$ cat src/design/rdcs_pkg.sv
package rdcs_pkg;
	// ==================================================
	// register byte addresses (printed offsets are not all multiples of four)
	localparam logic [7:0] RDCS_IDX_EDGE = 8'h0b;
	localparam logic [7:0] RDCS_IDX_CONT = 8'h0d;
	localparam logic [7:0] RDCS_IDX_SWING = 8'h0e;
	localparam logic [7:0] RDCS_IDX_IRQ_STAT = 8'h20;
	localparam logic [7:0] RDCS_IDX_IRQ_MASK = 8'h21;
	localparam logic [11:0] RDCS_ADDR_EDGE = {2'h0, RDCS_IDX_EDGE, 2'h0};
	localparam logic [11:0] RDCS_ADDR_CONT = {2'h0, RDCS_IDX_CONT, 2'h0};
	localparam logic [11:0] RDCS_ADDR_SWING = {2'h0, RDCS_IDX_SWING, 2'h0};
	localparam logic [11:0] RDCS_ADDR_IRQ_STAT = {2'h0, RDCS_IDX_IRQ_STAT, 2'h0};
	localparam logic [11:0] RDCS_ADDR_IRQ_MASK = {2'h0, RDCS_IDX_IRQ_MASK, 2'h0};
	// ==================================================
	// field positions
	localparam int RDCS_POS_LANE3 = 6;
	localparam int RDCS_POS_LANE2 = 4;
	localparam int RDCS_POS_LANE1 = 2;
	localparam int RDCS_POS_LANE0 = 0;
	localparam int RDCS_POS_SWING = 4;
	localparam int RDCS_POS_PRE = 0;
	localparam int RDCS_POS_OUT_NEG = 5;
	localparam int RDCS_POS_OUT_POS = 4;
	localparam int RDCS_POS_IN_NEG = 1;
	localparam int RDCS_POS_IN_POS = 0;
	localparam logic [7:0] RDCS_MASK_SWING = 8'h33;
	localparam logic [7:0] RDCS_MASK_CONT = 8'h33;
	// ==================================================
	// reset values and codes
	localparam logic [7:0] RDCS_RST_EDGE = 8'h00;
	localparam logic [7:0] RDCS_RST_CONT = 8'h00;
	localparam logic [7:0] RDCS_RST_SWING = 8'h00;
	localparam logic [7:0] RDCS_RST_IRQ = 8'h00;
	localparam logic [1:0] RDCS_CODE_00 = 2'h0;
	localparam logic [1:0] RDCS_CODE_01 = 2'h1;
	localparam logic [1:0] RDCS_CODE_10 = 2'h2;
	localparam int RDCS_SYNC_STAGES = 3;
	// three-level strap pin
	typedef enum logic [1:0] {
		RDCS_LVL_LOW,
		RDCS_LVL_MID,
		RDCS_LVL_HIGH
	} rdcs_level_type;
endpackage

$ cat src/design/rdcs_sync.sv
`timescale 1ns/1ns
// ==================================================
// three-stage synchroniser, change accepted when stages two and three agree
module rdcs_sync
	import rdcs_pkg::*;
#(
	parameter int WIDTH = 1
) (
	input wire logic clk_i,
	input wire logic rst_i,
	input wire logic [WIDTH-1:0] d_i,
	output logic [WIDTH-1:0] q_o
);
	logic [WIDTH-1:0] s1_q, s2_q, s3_q, q_q;
	logic [WIDTH-1:0] q_d;

	// accept a bit only once the two later stages agree
	always_comb begin
		for (int i = 0; i < WIDTH; i++) begin
			q_d[i] = (s2_q[i] == s3_q[i]) ? s3_q[i] : q_q[i];
		end
	end

	// first stage feeds only the second stage
	always_ff @(posedge clk_i or posedge rst_i) begin
		if (rst_i) begin
			s1_q <= '0;
			s2_q <= '0;
			s3_q <= '0;
			q_q <= '0;
		end else begin
			s1_q <= d_i;
			s2_q <= s1_q;
			s3_q <= s2_q;
			q_q <= q_d;
		end
	end

	assign q_o = q_q;
endmodule

$ cat src/design/rdcs_regs.sv
// The APB interface to the registers was chosen for this implementation.
`timescale 1ns/1ns
// Notes on behaviour
// RULE_01: bits 7:6 set output lane 3 edge rate
// RULE_02: bits 5:4 set output lane 2 edge rate
// RULE_03: bits 3:2 set output lane 1 edge rate
// RULE_04: bits 1:0 set output lane 0 edge rate
// RULE_05: edge rates load from strap, then writable
// RULE_06: output lane 0 pin contention status bits
// RULE_07: input lane 0 pin contention status bits
// RULE_08: bits 5:4 of tx_swing_preemph_ctrl set swing
// RULE_09: swing initialises from both strap pins
// RULE_10: bits 1:0 of tx_swing_preemph_ctrl set pre-emphasis
// RULE_11: pre-emphasis initialises from strap pin 1
// RULE_12: straps captured at reset-input rising edge
// RULE_13: reserved bits read zero, ignore writes
module rdcs_regs
	import rdcs_pkg::*;
(
	input wire logic CLK_I,
	input wire logic RST_I,
	// apb slave
	input wire logic PSEL_I,
	input wire logic PENABLE_I,
	input wire logic PWRITE_I,
	input wire logic [11:0] PADDR_I,
	input wire logic [31:0] PWDATA_I,
	input wire logic [3:0] PSTRB_I,
	output logic [31:0] PRDATA_O,
	output logic PREADY_O,
	output logic PSLVERR_O,
	// device reset pin and straps, each strap as {high, mid} level flags
	input wire logic RESET_N_INPUT_I,
	input wire logic [1:0] EDGE_RATE_STRAP_PIN_I,
	input wire logic [1:0] STRAP_PIN_0_I,
	input wire logic [1:0] STRAP_PIN_1_I,
	// contention detector levels: out neg, out pos, in neg, in pos
	input wire logic OUT_LANE0_NEG_CONTENTION_I,
	input wire logic OUT_LANE0_POS_CONTENTION_I,
	input wire logic IN_LANE0_NEG_CONTENTION_I,
	input wire logic IN_LANE0_POS_CONTENTION_I,
	// settings to the analog drivers
	output logic [1:0] OUT_LANE3_EDGE_RATE_O,
	output logic [1:0] OUT_LANE2_EDGE_RATE_O,
	output logic [1:0] OUT_LANE1_EDGE_RATE_O,
	output logic [1:0] OUT_LANE0_EDGE_RATE_O,
	output logic [1:0] TX_SWING_LEVEL_O,
	output logic [1:0] TX_PREEMPHASIS_LEVEL_O,
	output logic IRQ_O
);
	// ==================================================
	// synchronisers for pins
	logic [10:0] pins_raw, pins_s;

	assign pins_raw = {RESET_N_INPUT_I, EDGE_RATE_STRAP_PIN_I, STRAP_PIN_0_I, STRAP_PIN_1_I,
		OUT_LANE0_NEG_CONTENTION_I, OUT_LANE0_POS_CONTENTION_I,
		IN_LANE0_NEG_CONTENTION_I, IN_LANE0_POS_CONTENTION_I};

	rdcs_sync #(.WIDTH(11)) u_sync (
		.clk_i(CLK_I),
		.rst_i(RST_I),
		.d_i(pins_raw),
		.q_o(pins_s)
	);

	logic reset_n_input_s;
	logic [1:0] erc_s, strap_pin_0_s, strap_pin_1_s;
	logic [3:0] cont_s;

	assign reset_n_input_s = pins_s[10];
	assign erc_s = pins_s[9:8];
	assign strap_pin_0_s = pins_s[7:6];
	assign strap_pin_1_s = pins_s[5:4];
	assign cont_s = pins_s[3:0];

	// decode a strap pair into a level; high wins if both flags are set
	function automatic rdcs_level_type level_of(input logic [1:0] p);
		if (p[1]) begin
			return RDCS_LVL_HIGH;
		end else if (p[0]) begin
			return RDCS_LVL_MID;
		end
		return RDCS_LVL_LOW;
	endfunction

	// ==================================================
	// strap decode
	rdcs_level_type erc_lvl, strap_pin_0_lvl, strap_pin_1_lvl;
	logic [1:0] strap_edge, strap_swing, strap_pre;

	always_comb begin
		erc_lvl = level_of(erc_s);
		strap_pin_0_lvl = level_of(strap_pin_0_s);
		strap_pin_1_lvl = level_of(strap_pin_1_s);
		// edge rate: low 00, mid 01, high 10
		case (erc_lvl) // see RULE_05
			RDCS_LVL_LOW: strap_edge = RDCS_CODE_00;
			RDCS_LVL_MID: strap_edge = RDCS_CODE_01;
			RDCS_LVL_HIGH: strap_edge = RDCS_CODE_10;
			default: strap_edge = RDCS_CODE_00;
		endcase
		// swing: high on pin 0, or low pin 0 with high pin 1, gives 1X
		if (strap_pin_0_lvl == RDCS_LVL_HIGH ||
			(strap_pin_0_lvl == RDCS_LVL_LOW && strap_pin_1_lvl == RDCS_LVL_HIGH)) begin // see RULE_09
			strap_swing = RDCS_CODE_10;
		end else begin
			strap_swing = RDCS_CODE_01;
		end
		// pre-emphasis follows pin 1 alone
		strap_pre = (strap_pin_1_lvl == RDCS_LVL_HIGH) ? RDCS_CODE_10 : RDCS_CODE_01; // see RULE_11
	end

	// ==================================================
	// apb decode
	logic acc, wr, rd;

	assign acc = PSEL_I && PENABLE_I;
	assign wr = acc && PWRITE_I && PSTRB_I[0];
	assign rd = acc && !PWRITE_I;
	// zero wait states: every access completes in its first access cycle
	assign PREADY_O = 1'b1;

	function automatic logic hit(input logic [11:0] a, input logic [11:0] r);
		return a == r;
	endfunction

	logic mapped;

	assign mapped = hit(PADDR_I, RDCS_ADDR_EDGE) || hit(PADDR_I, RDCS_ADDR_CONT) ||
		hit(PADDR_I, RDCS_ADDR_SWING) || hit(PADDR_I, RDCS_ADDR_IRQ_STAT) ||
		hit(PADDR_I, RDCS_ADDR_IRQ_MASK);
	// unmapped addresses answer with an error and read zero
	assign PSLVERR_O = acc && !mapped;

	// ==================================================
	// configuration registers
	logic [7:0] edge_q, edge_d, swing_q, swing_d;
	logic reset_n_input_prev_q, reset_n_input_prev_d;
	logic rst_rise;

	// device reset pin release loads the straps; bus reset clears, then reloads them a few cycles later if the pin is already high
	assign rst_rise = reset_n_input_s && !reset_n_input_prev_q; // see RULE_12

	always_comb begin
		edge_d = edge_q;
		swing_d = swing_q;
		reset_n_input_prev_d = reset_n_input_s;
		if (rst_rise) begin
			edge_d = {strap_edge, strap_edge, strap_edge, strap_edge}; // see RULE_05
			swing_d = 8'h00;
			swing_d[RDCS_POS_SWING +: 2] = strap_swing; // see RULE_09
			swing_d[RDCS_POS_PRE +: 2] = strap_pre; // see RULE_11
		end else if (wr && hit(PADDR_I, RDCS_ADDR_EDGE)) begin
			edge_d = PWDATA_I[7:0]; // see RULE_05
		end else if (wr && hit(PADDR_I, RDCS_ADDR_SWING)) begin
			// reserved bits dropped on write
			swing_d = PWDATA_I[7:0] & RDCS_MASK_SWING; // see RULE_13
		end
	end

	always_ff @(posedge CLK_I or posedge RST_I) begin
		if (RST_I) begin
			edge_q <= RDCS_RST_EDGE;
			swing_q <= RDCS_RST_SWING;
			reset_n_input_prev_q <= 1'b0;
		end else begin
			edge_q <= edge_d;
			swing_q <= swing_d;
			reset_n_input_prev_q <= reset_n_input_prev_d;
		end
	end

	// drive settings straight from the register fields
	assign OUT_LANE3_EDGE_RATE_O = edge_q[RDCS_POS_LANE3 +: 2]; // see RULE_01
	assign OUT_LANE2_EDGE_RATE_O = edge_q[RDCS_POS_LANE2 +: 2]; // see RULE_02
	assign OUT_LANE1_EDGE_RATE_O = edge_q[RDCS_POS_LANE1 +: 2]; // see RULE_03
	assign OUT_LANE0_EDGE_RATE_O = edge_q[RDCS_POS_LANE0 +: 2]; // see RULE_04
	// 1X code means the top level; the drivers decode only the upper bit then
	assign TX_SWING_LEVEL_O = swing_q[RDCS_POS_SWING +: 2]; // see RULE_08
	assign TX_PREEMPHASIS_LEVEL_O = swing_q[RDCS_POS_PRE +: 2]; // see RULE_10

	// ==================================================
	// contention status, live level of each detector
	logic [7:0] cont_q, cont_d;

	always_comb begin
		cont_d = 8'h00;
		cont_d[RDCS_POS_OUT_NEG] = cont_s[3]; // see RULE_06
		cont_d[RDCS_POS_OUT_POS] = cont_s[2]; // see RULE_06
		cont_d[RDCS_POS_IN_NEG] = cont_s[1]; // see RULE_07
		cont_d[RDCS_POS_IN_POS] = cont_s[0]; // see RULE_07
	end

	always_ff @(posedge CLK_I or posedge RST_I) begin
		if (RST_I) begin
			cont_q <= RDCS_RST_CONT;
		end else begin
			cont_q <= cont_d;
		end
	end

	// ==================================================
	// interrupts: rising contention sets sticky bits, read clears
	logic [7:0] stat_q, stat_d, mask_q, mask_d, cont_rise;

	// set beats the read clear in the same cycle so no event is lost
	assign cont_rise = cont_d & ~cont_q;

	always_comb begin
		stat_d = stat_q;
		mask_d = mask_q;
		if (rd && hit(PADDR_I, RDCS_ADDR_IRQ_STAT)) begin
			stat_d = 8'h00;
		end
		stat_d = stat_d | cont_rise;
		if (wr && hit(PADDR_I, RDCS_ADDR_IRQ_MASK)) begin
			mask_d = PWDATA_I[7:0] & RDCS_MASK_CONT; // see RULE_13
		end
	end

	always_ff @(posedge CLK_I or posedge RST_I) begin
		if (RST_I) begin
			stat_q <= RDCS_RST_IRQ;
			mask_q <= RDCS_RST_IRQ;
		end else begin
			stat_q <= stat_d;
			mask_q <= mask_d;
		end
	end

	assign IRQ_O = |(stat_q & mask_q);

	// ==================================================
	// read mux, reserved bits zero through masks
	logic [7:0] rdata;

	always_comb begin
		rdata = 8'h00;
		if (hit(PADDR_I, RDCS_ADDR_EDGE)) begin
			rdata = edge_q;
		end else if (hit(PADDR_I, RDCS_ADDR_CONT)) begin
			rdata = cont_q & RDCS_MASK_CONT; // see RULE_13
		end else if (hit(PADDR_I, RDCS_ADDR_SWING)) begin
			rdata = swing_q & RDCS_MASK_SWING; // see RULE_13
		end else if (hit(PADDR_I, RDCS_ADDR_IRQ_STAT)) begin
			rdata = stat_q;
		end else if (hit(PADDR_I, RDCS_ADDR_IRQ_MASK)) begin
			rdata = mask_q;
		end
	end

	// read data is combinational from registers; valid in the access cycle
	assign PRDATA_O = rd ? {24'h000000, rdata} : 32'h00000000;
endmodule

$ cat config.mk
export PLATFORM = sky130hd
export DESIGN_NAME = rdcs_regs
export DESIGN_NICKNAME = d
export VERILOG_FILES = /design/src/design/rdcs_pkg.sv /design/src/design/rdcs_sync.sv /design/src/design/rdcs_regs.sv
export SDC_FILE = /design/constraint.sdc
export NUM_CORES = 1
export LEC_CHECK = 0
export BUFFER_PORTS_ARGS = -buffer_cell sky130_fd_sc_hd__buf_4
export CAP_MARGIN = 20
export CORE_UTILIZATION = 45
export DETAILED_ROUTE_END_ITERATION = 7
export GPL_TIMING_DRIVEN = 0
export HOLD_SLACK_MARGIN = 0.06
export PLACE_DENSITY = 0.75
export SLEW_MARGIN = 20
export SYNTH_ARGS = -nofsm -noshare
export SYNTH_HDL_FRONTEND = slang
export SYNTH_SLANG_ARGS = --single-unit
$ cat constraint.sdc
create_clock -name CLK_I -period 2 [get_ports CLK_I]
set_input_delay 0.2 -clock CLK_I [delete_from_list [all_inputs] [get_ports CLK_I]]
set_output_delay 0.2 -clock CLK_I [all_outputs]
set_load 0.01 [all_outputs]
==> qor.txt, run 1 <==
status -> complete, no violations
Crit-path slowest cell -> clkbuf_1
largest net degree at the start of global routing -> 48
Critical Path Start -> PADDR_I[7]
Setup WS pre-CTS -> 45.56 ps
gpl congestion -> 0.9053
Area growth, synth to finish -> 33.02%
Max-Slew Margin vs Limit -> 62.44%
post-synthesis sequential area ratio -> 57.78%
Synth Flop Type -> dfrtp_1
buffers plus inverters on the worst setup path -> 3
Peak supply drop -> 0.6168 mV
Post-Route WL -> 5.846 mm
worst-path maximum fanout -> 9
final core utilization -> 62.51%
XOR/XNOR Fraction of Synth Area -> 0%
vias -> 2130
Worst EP required -> 1800 ps
die area -> 6576 sq um
Crit. End Element -> primary output
Distinct cells, synth -> 42
# DRC -> 0
via density per instance -> 5.071
critical path class -> input port to primary output
TritonCTS clock tree -> yes
Placement Cell Area -> 3446 sq um
CP top delay family -> buffers and inverters
CP max stage delay -> 340 ps
MaxCap Viol Count -> 0
number of inserted diodes -> 0
drt pass-1 iters -> 4
total CTS buffers -> 9
Final Slew Violations -> 0
total power -> 2.993 mW
Final ANT Viol Nets -> 0
HP Class -> input port to register
most frequent CP cell -> buf_4
Leak Pwr -> 1.703 nW
final hold violation count -> 0
Critical Path, Cell by Cell -> buf_4, and3b_1, clkbuf_1, nand4b_1, o22ai_1, o221a_1, buf_4
overall routing resource usage -> 18.82%
die height -> 81.10 microns
num ports -> 111
initial antenna violation count -> 0
design area -> 3745 sq um
Clock Path Buffers -> 2
ratio of cells with drive above 1 in the final layout -> 35.36%
worst-skew pair later-pin latency -> 340 ps
PortBufs -> 56
RSZ-0062 raised after global routing -> false
Setup Viol. Count Final -> 0
CTS H-tree lvls -> 3
post-synthesis simple-gate area fraction -> 12.09%
core area -> 5991 sq um
clock transition at the registers of the reported paths -> 70 ps
Synth Instances -> 238
Clock Skew -> 5.884 ps
row cnt -> 28
main combinational cell family by area after synthesis -> compound AO/OA/AOI/OAI gates
Mapped Area -> 2815 sq um
startpoint types -> input port
Post-synth ARST share -> 100.0%
post-layout worst setup margin -> 129.1 ps
post-synthesis adder-cell area fraction -> 3.556%
Post-Layout Cell Count -> 420
Cells after DPL -> 393
Worst Path Arrival -> 1670 ps
Clock Sinks -> 65
vias in the first global route -> 1919
Final Cycle Share -> 93.54%
multiplexer area fraction after synthesis -> 3.333%
measured slew at the worst slew-check pin -> 562.0 ps
Die Width -> 81.10 microns
Syn. warnings -> 0
Synth Area in Compound Gates -> 13.64%
Initial DRC Count -> 198
hpwl dp -> 4.227 mm
Min Clock Period, post-route -> 1871 ps
register-to-register path setup slack -> 540 ps
initial core utilization -> 46.99%
Yosys reg bits -> 65
CTS root buf -> clkbuf_8
post-synthesis area per instance -> 11.83 sq um
Cell Pwr Density -> 799.3 nW/um^2
number of synthesized flops with an enable pin -> 0
Worst R2R Start -> u_sync.q_o[10]
WL/cell -> 13.92 microns
Overflow after GRT -> 0
first-pass GRT wire length -> 8.832 mm
hold path startpoint -> PWDATA_I[0]
f_max -> 534.5 MHz
Final nets -> 404
## Yosys cell counts, types with 4 or more instances
cell,instances,area share (%)
a31oi_1,12,2.7
dfrtp_1,65,58
o21ai_1,10,1.8
a21oi_1,16,2.8
nor2_1,8,1.1
maj3_1,10,3.6
a22o_1,4,1.2
nor2b_1,4,0.89
inv_1,9,1.2
a22oi_1,4,1.1
buf_2,6,1.1
and2_1,5,1.1
nand3_1,8,1.4
mux2_4,4,2.1
buf_4,25,6.7
## state kept, by name, indices dropped and copies added (netlist names)
name,cells
u_sync.q_o,10
u_sync.s1_q,10
u_sync.s2_q,10
u_sync.s3_q,10
edge_q,8
cont_q,4
mask_q,4
stat_q,4
swing_q,4
reset_n_input_prev_q,1
## report_power, final
group	switching, mW	internal [mW]
Clock	0.485	0.510
Sequential	0.0891	1.44
Combinational	0.224	0.248
## timing repair
action	CTS	global route
gates resized for setup	0	2
endpoints found under the hold margin	28	0
setup endpoints to repair	0	5
setup buffers	0	0
hold buffers	11	0
## per-layer routing
| metal | vias to the layer above | share of wire, % | global-route usage (%) |
|---|---|---|---|
| met3 | 17 | 7.0 | 4.157 |
| met4 | 0 | 2.6 | 12.50 |
| met2 | 102 | 46 | 29.75 |
| li1 | 1012 | - | - |
| met1 | 999 | 45 | 23.15 |
| met5 | - | 0 | 0 |
## final timing paths
| kind | depth (start not counted) | to |
|---|---|---|
| worst max-delay path | 7 | PRDATA_O[5] |
| worst min-delay path | 2 | mask_q[0] |
| worst max register to register | 4 | swing_q[1] |
| worst min register to register | 0 | u_sync.s2_q[10] |
| max in group asynchronous | 4 | u_sync.s3_q[7] |
| min in group asynchronous | 3 | u_sync.q_o[0] |
## through the flow
step / setup TNS (ps) / hold slack, ps
floorplan: 0 / 231.4
global placement: -31880 / 309.2
detailed placement: 0 / 162.8
CTS: 0 / 109.8
global route: 0 / 117.9
finish: 0 / 128.9
## placed cells by master, fill, tap and decap left out, types with 5 or more instances in the layout
cell,n
a31oi_1,12
o21ai_1,10
conb_1,25
inv_1,8
maj3_1,10
and2_1,5
clkbuf_8,11
dlygate4sd3_1,11
nor2_1,7
dfrtp_1,65
buf_4,81
buf_2,6
a21oi_1,16
nand3_1,8
## cell type report
cell class	instances	area, sq um
Buffer	34	229.0
Clock buffer	11	151.4
Clock inverter	5	30.03
Fill cell	517	2246
Inverter	9	36.28
Multi-Input combinational cell	153	1020
Sequential cell	65	1627
Tap cell	75	93.84
Timing Repair Buffer	68	558.0
## kinds of logic (layout without fill, tap and decap cells)
family	count (synthesis)	after routing
AO/OA/AOI/OAI	60	60
buffers and inverters	43	127
other	2	25
multiplexers	7	7
flip-flops	65	65
adder cells (fa/ha/maj)	10	10
AND/OR/NAND/NOR	51	51
Power figures use the tool's default switching activity.
==> run 2: changes to the inputs <==
- CORE_UTILIZATION: 45 -> 43
- clock period: 2 -> 1.7 ns (I/O delays scaled with it)
==> run 2 against run 1 <==
Compared with the run above: the flow now finishes with violations (setup timing); wire length grew 11%; utilization shrank 0.48 points; non-clock buffer count grew 9.
==> qor.txt, run 2 (synthesis gave the netlist of run 1 again) <==
Clock Path Buffers -> 2
num ports -> 111
Worst R2R Path Depth -> 4
drt pass-1 iters -> 4
Final ANT Viol Nets -> 0
RSZ-0062 raised after global routing -> true
worst-skew pair later-pin latency -> 340 ps
commonest non-fill, non-tap cell in the layout -> buf_4
die area -> 6875 sq um
total CTS buffers -> 9
core area -> 6350 sq um
final hold violation count -> 0
PortBufs -> 56
Net Sw Frac -> 28.43%
vias -> 2189
TritonCTS clock tree -> yes
first-pass GRT wire length -> 10.37 mm
Worst Path Arrival -> 1600 ps
row cnt -> 29
Final Cycle Share -> 103.8%
die height -> 82.92 microns
via density per instance -> 5.079
Setup WS pre-CTS -> -236.4 ps
HP Class -> input port to register
Peak supply drop -> 0.6862 mV
Leak Pwr -> 1.802 nW
Setup Viol. Count Final -> 4
# DRC -> 0
ratio of cells with drive above 1 in the final layout -> 40.40%
worst-path maximum fanout -> 3
overall routing resource usage -> 19.59%
MaxCap Viol Count -> 0
gpl congestion -> 0.8699
Final Slew Violations -> 0
hpwl dp -> 4.504 mm
initial antenna violation count -> 0
worst r2r dst -> edge_q[7]
initial core utilization -> 44.33%
sequential share of power -> 49.9%
vias in the first global route -> 2139
Comb pwr share -> 16.1%
Worst setup endpoint -> PRDATA_O[5]
clock network power share -> 34.0%
worst hold margin -> 104.6 ps
clock transition at the registers of the reported paths -> 80 ps
design area -> 3939 sq um
number of inserted diodes -> 0
Die Width -> 82.92 microns
register-to-register path setup slack -> 200 ps
P_int -> 2.580 mW
Min Clock Period, post-route -> 1765 ps
startpoint types -> register
Final nets -> 413
Cell Pwr Density -> 915.3 nW/um^2
Psw -> 1.025 mW
Area growth, synth to finish -> 39.91%
status -> complete, but fails checks
Post-Route WL -> 6.464 mm
Initial DRC Count -> 186
CTS H-tree lvls -> 3
WL/cell -> 15.00 microns
Placement Cell Area -> 3470 sq um
Overflow after GRT -> 0
f_max -> 566.5 MHz
Crit. End Element -> primary output
critical path class -> register to primary output
Clock Sinks -> 65
post-layout worst setup margin -> -65.14 ps
largest net degree at the start of global routing -> 30
failing checks -> setup timing
Clock Skew -> 8.989 ps
Worst R2R Start -> u_sync.q_o[10]
CTS root buf -> clkbuf_8
total power -> 3.605 mW
Worst EP required -> 1530 ps
Critical Path Start -> stat_q[5]
most frequent cells in the layout -> buf_4 (89), dfrtp_1 (65), conb_1 (25), a21oi_1 (15), a31oi_1 (12)
final core utilization -> 62.03%
run 2: cell count changes in the layout (fill, tap and decap cells not counted), moves of 2 or more:
cell	change
o2111ai_2	+2
buf_4	+8
clkbuf_1	-2
o2111ai_1	-2
clkinv_2	-2
clkinv_4	+2
nor2b_1	-2
buf_6	+3
buf_2	-2
inv_6	+3
mux2_2	-2
mux2_4	+2
run 2: layout make-up:
class                           count  area (sq um)
Multi-Input combinational cell    153          1101
Clock inverter                      6         48.80
Inverter                            9         37.54
Clock buffer                       10         137.6
Timing Repair Buffer               78         656.9
Fill cell                         521          2411
Sequential cell                    65          1627
Tap cell                           77         96.34
Buffer                             33         234.0
run 2: timing repair:
item	in CTS	in global routing
pin swaps	9	8
hold endpoints to repair	27	0
gates resized for setup	14	14
hold buffers	11	0
setup buffers	5	4
endpoints found under the setup margin	9	9
run 2: metal layers:
metal  part of all wire, %  GRT usage (%)
met5                     0              0
met4                   2.8          10.34
met3                   6.4          5.169
met2                    48          30.25
met1                    43          25.37
run 2: through the flow:
step | setup TNS, ps | std cells
final | -95.54 | 431
after global routing | -253.9 | 431
after CTS | -142.5 | 427
after detailed placement | -1803 | 396
after global placement | -1555 | 394
after floorplan | 0 | 261
run 2: how the worst min path moves through the flow:
stage	to	from	cells after the start	slack, ps
4_1_cts	mask_q[5]	PWDATA_I[5]	2	90
2_1_floorplan	u_sync.s1_q[0]	IN_LANE0_POS_CONTENTION_I	0	200
3_3_place_gp	u_sync.s1_q[7]	STRAP_PIN_0_I[1]	1	280
5_1_grt	mask_q[5]	PWDATA_I[5]	2	90
3_5_place_dp	u_sync.s1_q[0]	RST_I	2	200
6_report	mask_q[4]	PWDATA_I[4]	2	100
run 2: worst max-delay path, cell delays in order, from the launching register on:
cell and delay [ps]:
dfrtp_1 420, mux2_4 280, nand3_2 80, a21oi_2 50
o221a_1 280, buf_6 140
run 2: power groups by stage:
stage	sequential, mW	combinational [mW]	clock, mW
3_5_place_dp	1.83	0.541	0
3_3_place_gp	1.83	0.513	0
5_1_grt	1.82	0.629	1.34
4_1_cts	1.80	0.571	1.25
2_1_floorplan	1.83	0.257	0
6_report	1.80	0.580	1.23
==> run 3: changes to the inputs <==
- CORE_ASPECT_RATIO: default -> 1.1
- CTS_CLUSTER_SIZE: default -> 25
==> run 3 against run 2 <==
Compared with the run above: the flow still finishes with violations (setup timing); non-clock buffer count is the same; clock power up 14%; register-to-register slack improved by 80 ps; wire length up 0.79%; design area is 0.67% higher; cell count rose by 0.46%; critical path depth unchanged.
==> qor.txt, run 3 (synthesis gave the netlist of run 1 again) <==
Clock Sinks -> 65
Clock Path Buffers -> 2
final hold violation count -> 0
num ports -> 111
Worst R2R Path Depth -> 4
Worst Hold Depth -> 2
worst-skew pair later-pin latency -> 330 ps
critical path class -> register to primary output
Final ANT Viol Nets -> 0
MaxCap Viol Count -> 0
overall routing resource usage -> 20.24%
hpwl dp -> 4.692 mm
vias in the first global route -> 2063
PortBufs -> 56
f_max -> 578.2 MHz
Setup Viol. Count Final -> 2
gpl congestion -> 0.8650
drt pass-1 iters -> 4
sum of negative setup slack -> -44.97 ps
HP Class -> input port to register
Die Width -> 79.15 microns
WL/cell -> 15.05 microns
core area -> 6231 sq um
row cnt -> 30
total power -> 3.781 mW
Worst R2R Start -> u_sync.q_o[10]
Crit. End Element -> primary output
die height -> 86.86 microns
Clock Skew -> 3.120 ps
Worst Path Arrival -> 1560 ps
CTS H-tree lvls -> 3
initial antenna violation count -> 0
die area -> 6875 sq um
Cell Pwr Density -> 953.6 nW/um^2
failing checks -> setup timing
largest net degree at the start of global routing -> 36
Min Clock Period, post-route -> 1729 ps
Critical Path Start -> cont_q[4]
clock transition at the registers of the reported paths -> 70 ps
Initial DRC Count -> 107
Max-Slew Margin vs Limit -> 55.53%
# DRC -> 0
worst-path maximum fanout -> 2
Final Cycle Share -> 101.7%
most frequent cells in the layout -> buf_4 (86), dfrtp_1 (65), conb_1 (25), a21oi_1 (14), a31oi_1 (12)
Post-Layout Cell Count -> 433
Peak supply drop -> 0.6793 mV
RSZ-0062 raised after global routing -> true
first-pass GRT wire length -> 10.15 mm
via density per instance -> 4.968
total CTS buffers -> 9
startpoint types -> register
vias -> 2151
final core utilization -> 63.63%
Post-Route WL -> 6.515 mm
Area growth, synth to finish -> 40.84%
Cells after DPL -> 398
status -> complete, but fails checks
hold path startpoint -> PWDATA_I[1]
Setup WS pre-CTS -> -380.4 ps
number of inserted diodes -> 0
post-layout worst setup margin -> -29.46 ps
measured slew at the worst slew-check pin -> 665.6 ps
ratio of cells with drive above 1 in the final layout -> 39.66%
initial core utilization -> 45.18%
Final nets -> 413
TritonCTS clock tree -> yes
Leak Pwr -> 1.812 nW
register-to-register path setup slack -> 280 ps
CTS root buf -> clkbuf_8
Overflow after GRT -> 0
FILL cells -> 525
commonest non-fill, non-tap cell in the layout -> buf_4
Final Slew Violations -> 0
Worst EP required -> 1530 ps
## run 3: final cells by class
type	count	area [sq um]	share of cell area, %
Buffer	33	246.5	6.216
Inverter	9	37.54	0.9467
Sequential cell	65	1627	41.02
Timing Repair Buffer	78	644.4	16.25
Tap cell	80	100.1	2.524
Clock inverter	3	65.06	1.641
Clock buffer	12	145.1	3.660
Multi-Input combinational cell	153	1100	27.74
## run 3: repair_timing
item,4_1_cts,5_1_grt
hold endpoints to repair,40,0
endpoints found under the setup margin,8,9
hold buffers,11,0
pin swaps,2,11
setup buffers,3,7
resized for setup,9,26
## run 3: stage by stage
step                      cell area (sq um)  hold slack (ps)
final                                  3965            106.1
after global routing                   3965            92.77
after CTS                              3826            95.23
after detailed placement               3446            280.3
after global placement                 3426            279.0
after floorplan                        2905            201.4
## run 3: report_power, final
part           switching [mW]  total (mW)  internal [mW]
clock network           0.541        1.40          0.857
registers               0.110        1.80           1.69
logic                   0.277       0.582          0.305
total                   0.928        3.78           2.85
## run 3: critical path, cell delays in order (launching register included)
cell and delay, ps:
dfrtp_1 370, and3b_1 190, o2111ai_2 190, o2111ai_1 170
o2111a_1 170, buf_4 140
## run 3: worst paths after layout
check                            endpoint
setup / recovery              PRDATA_O[4]
hold / removal                  mask_q[1]
setup reg to reg                edge_q[4]
hold reg to reg            u_sync.s2_q[6]
max in group asynchronous  u_sync.s1_q[2]
min in group asynchronous  u_sync.s2_q[8]
## run 3: layer usage
layer | part of all wire [%] | routed length [microns] | global-route usage [%]
met1 | 42 | 2738 | 25.43
met3 | 6.6 | 427 | 5.759
met4 | 1.4 | 94 | 7.769
met5 | 0 | 0 | 0
met2 | 50 | 3256 | 33.15
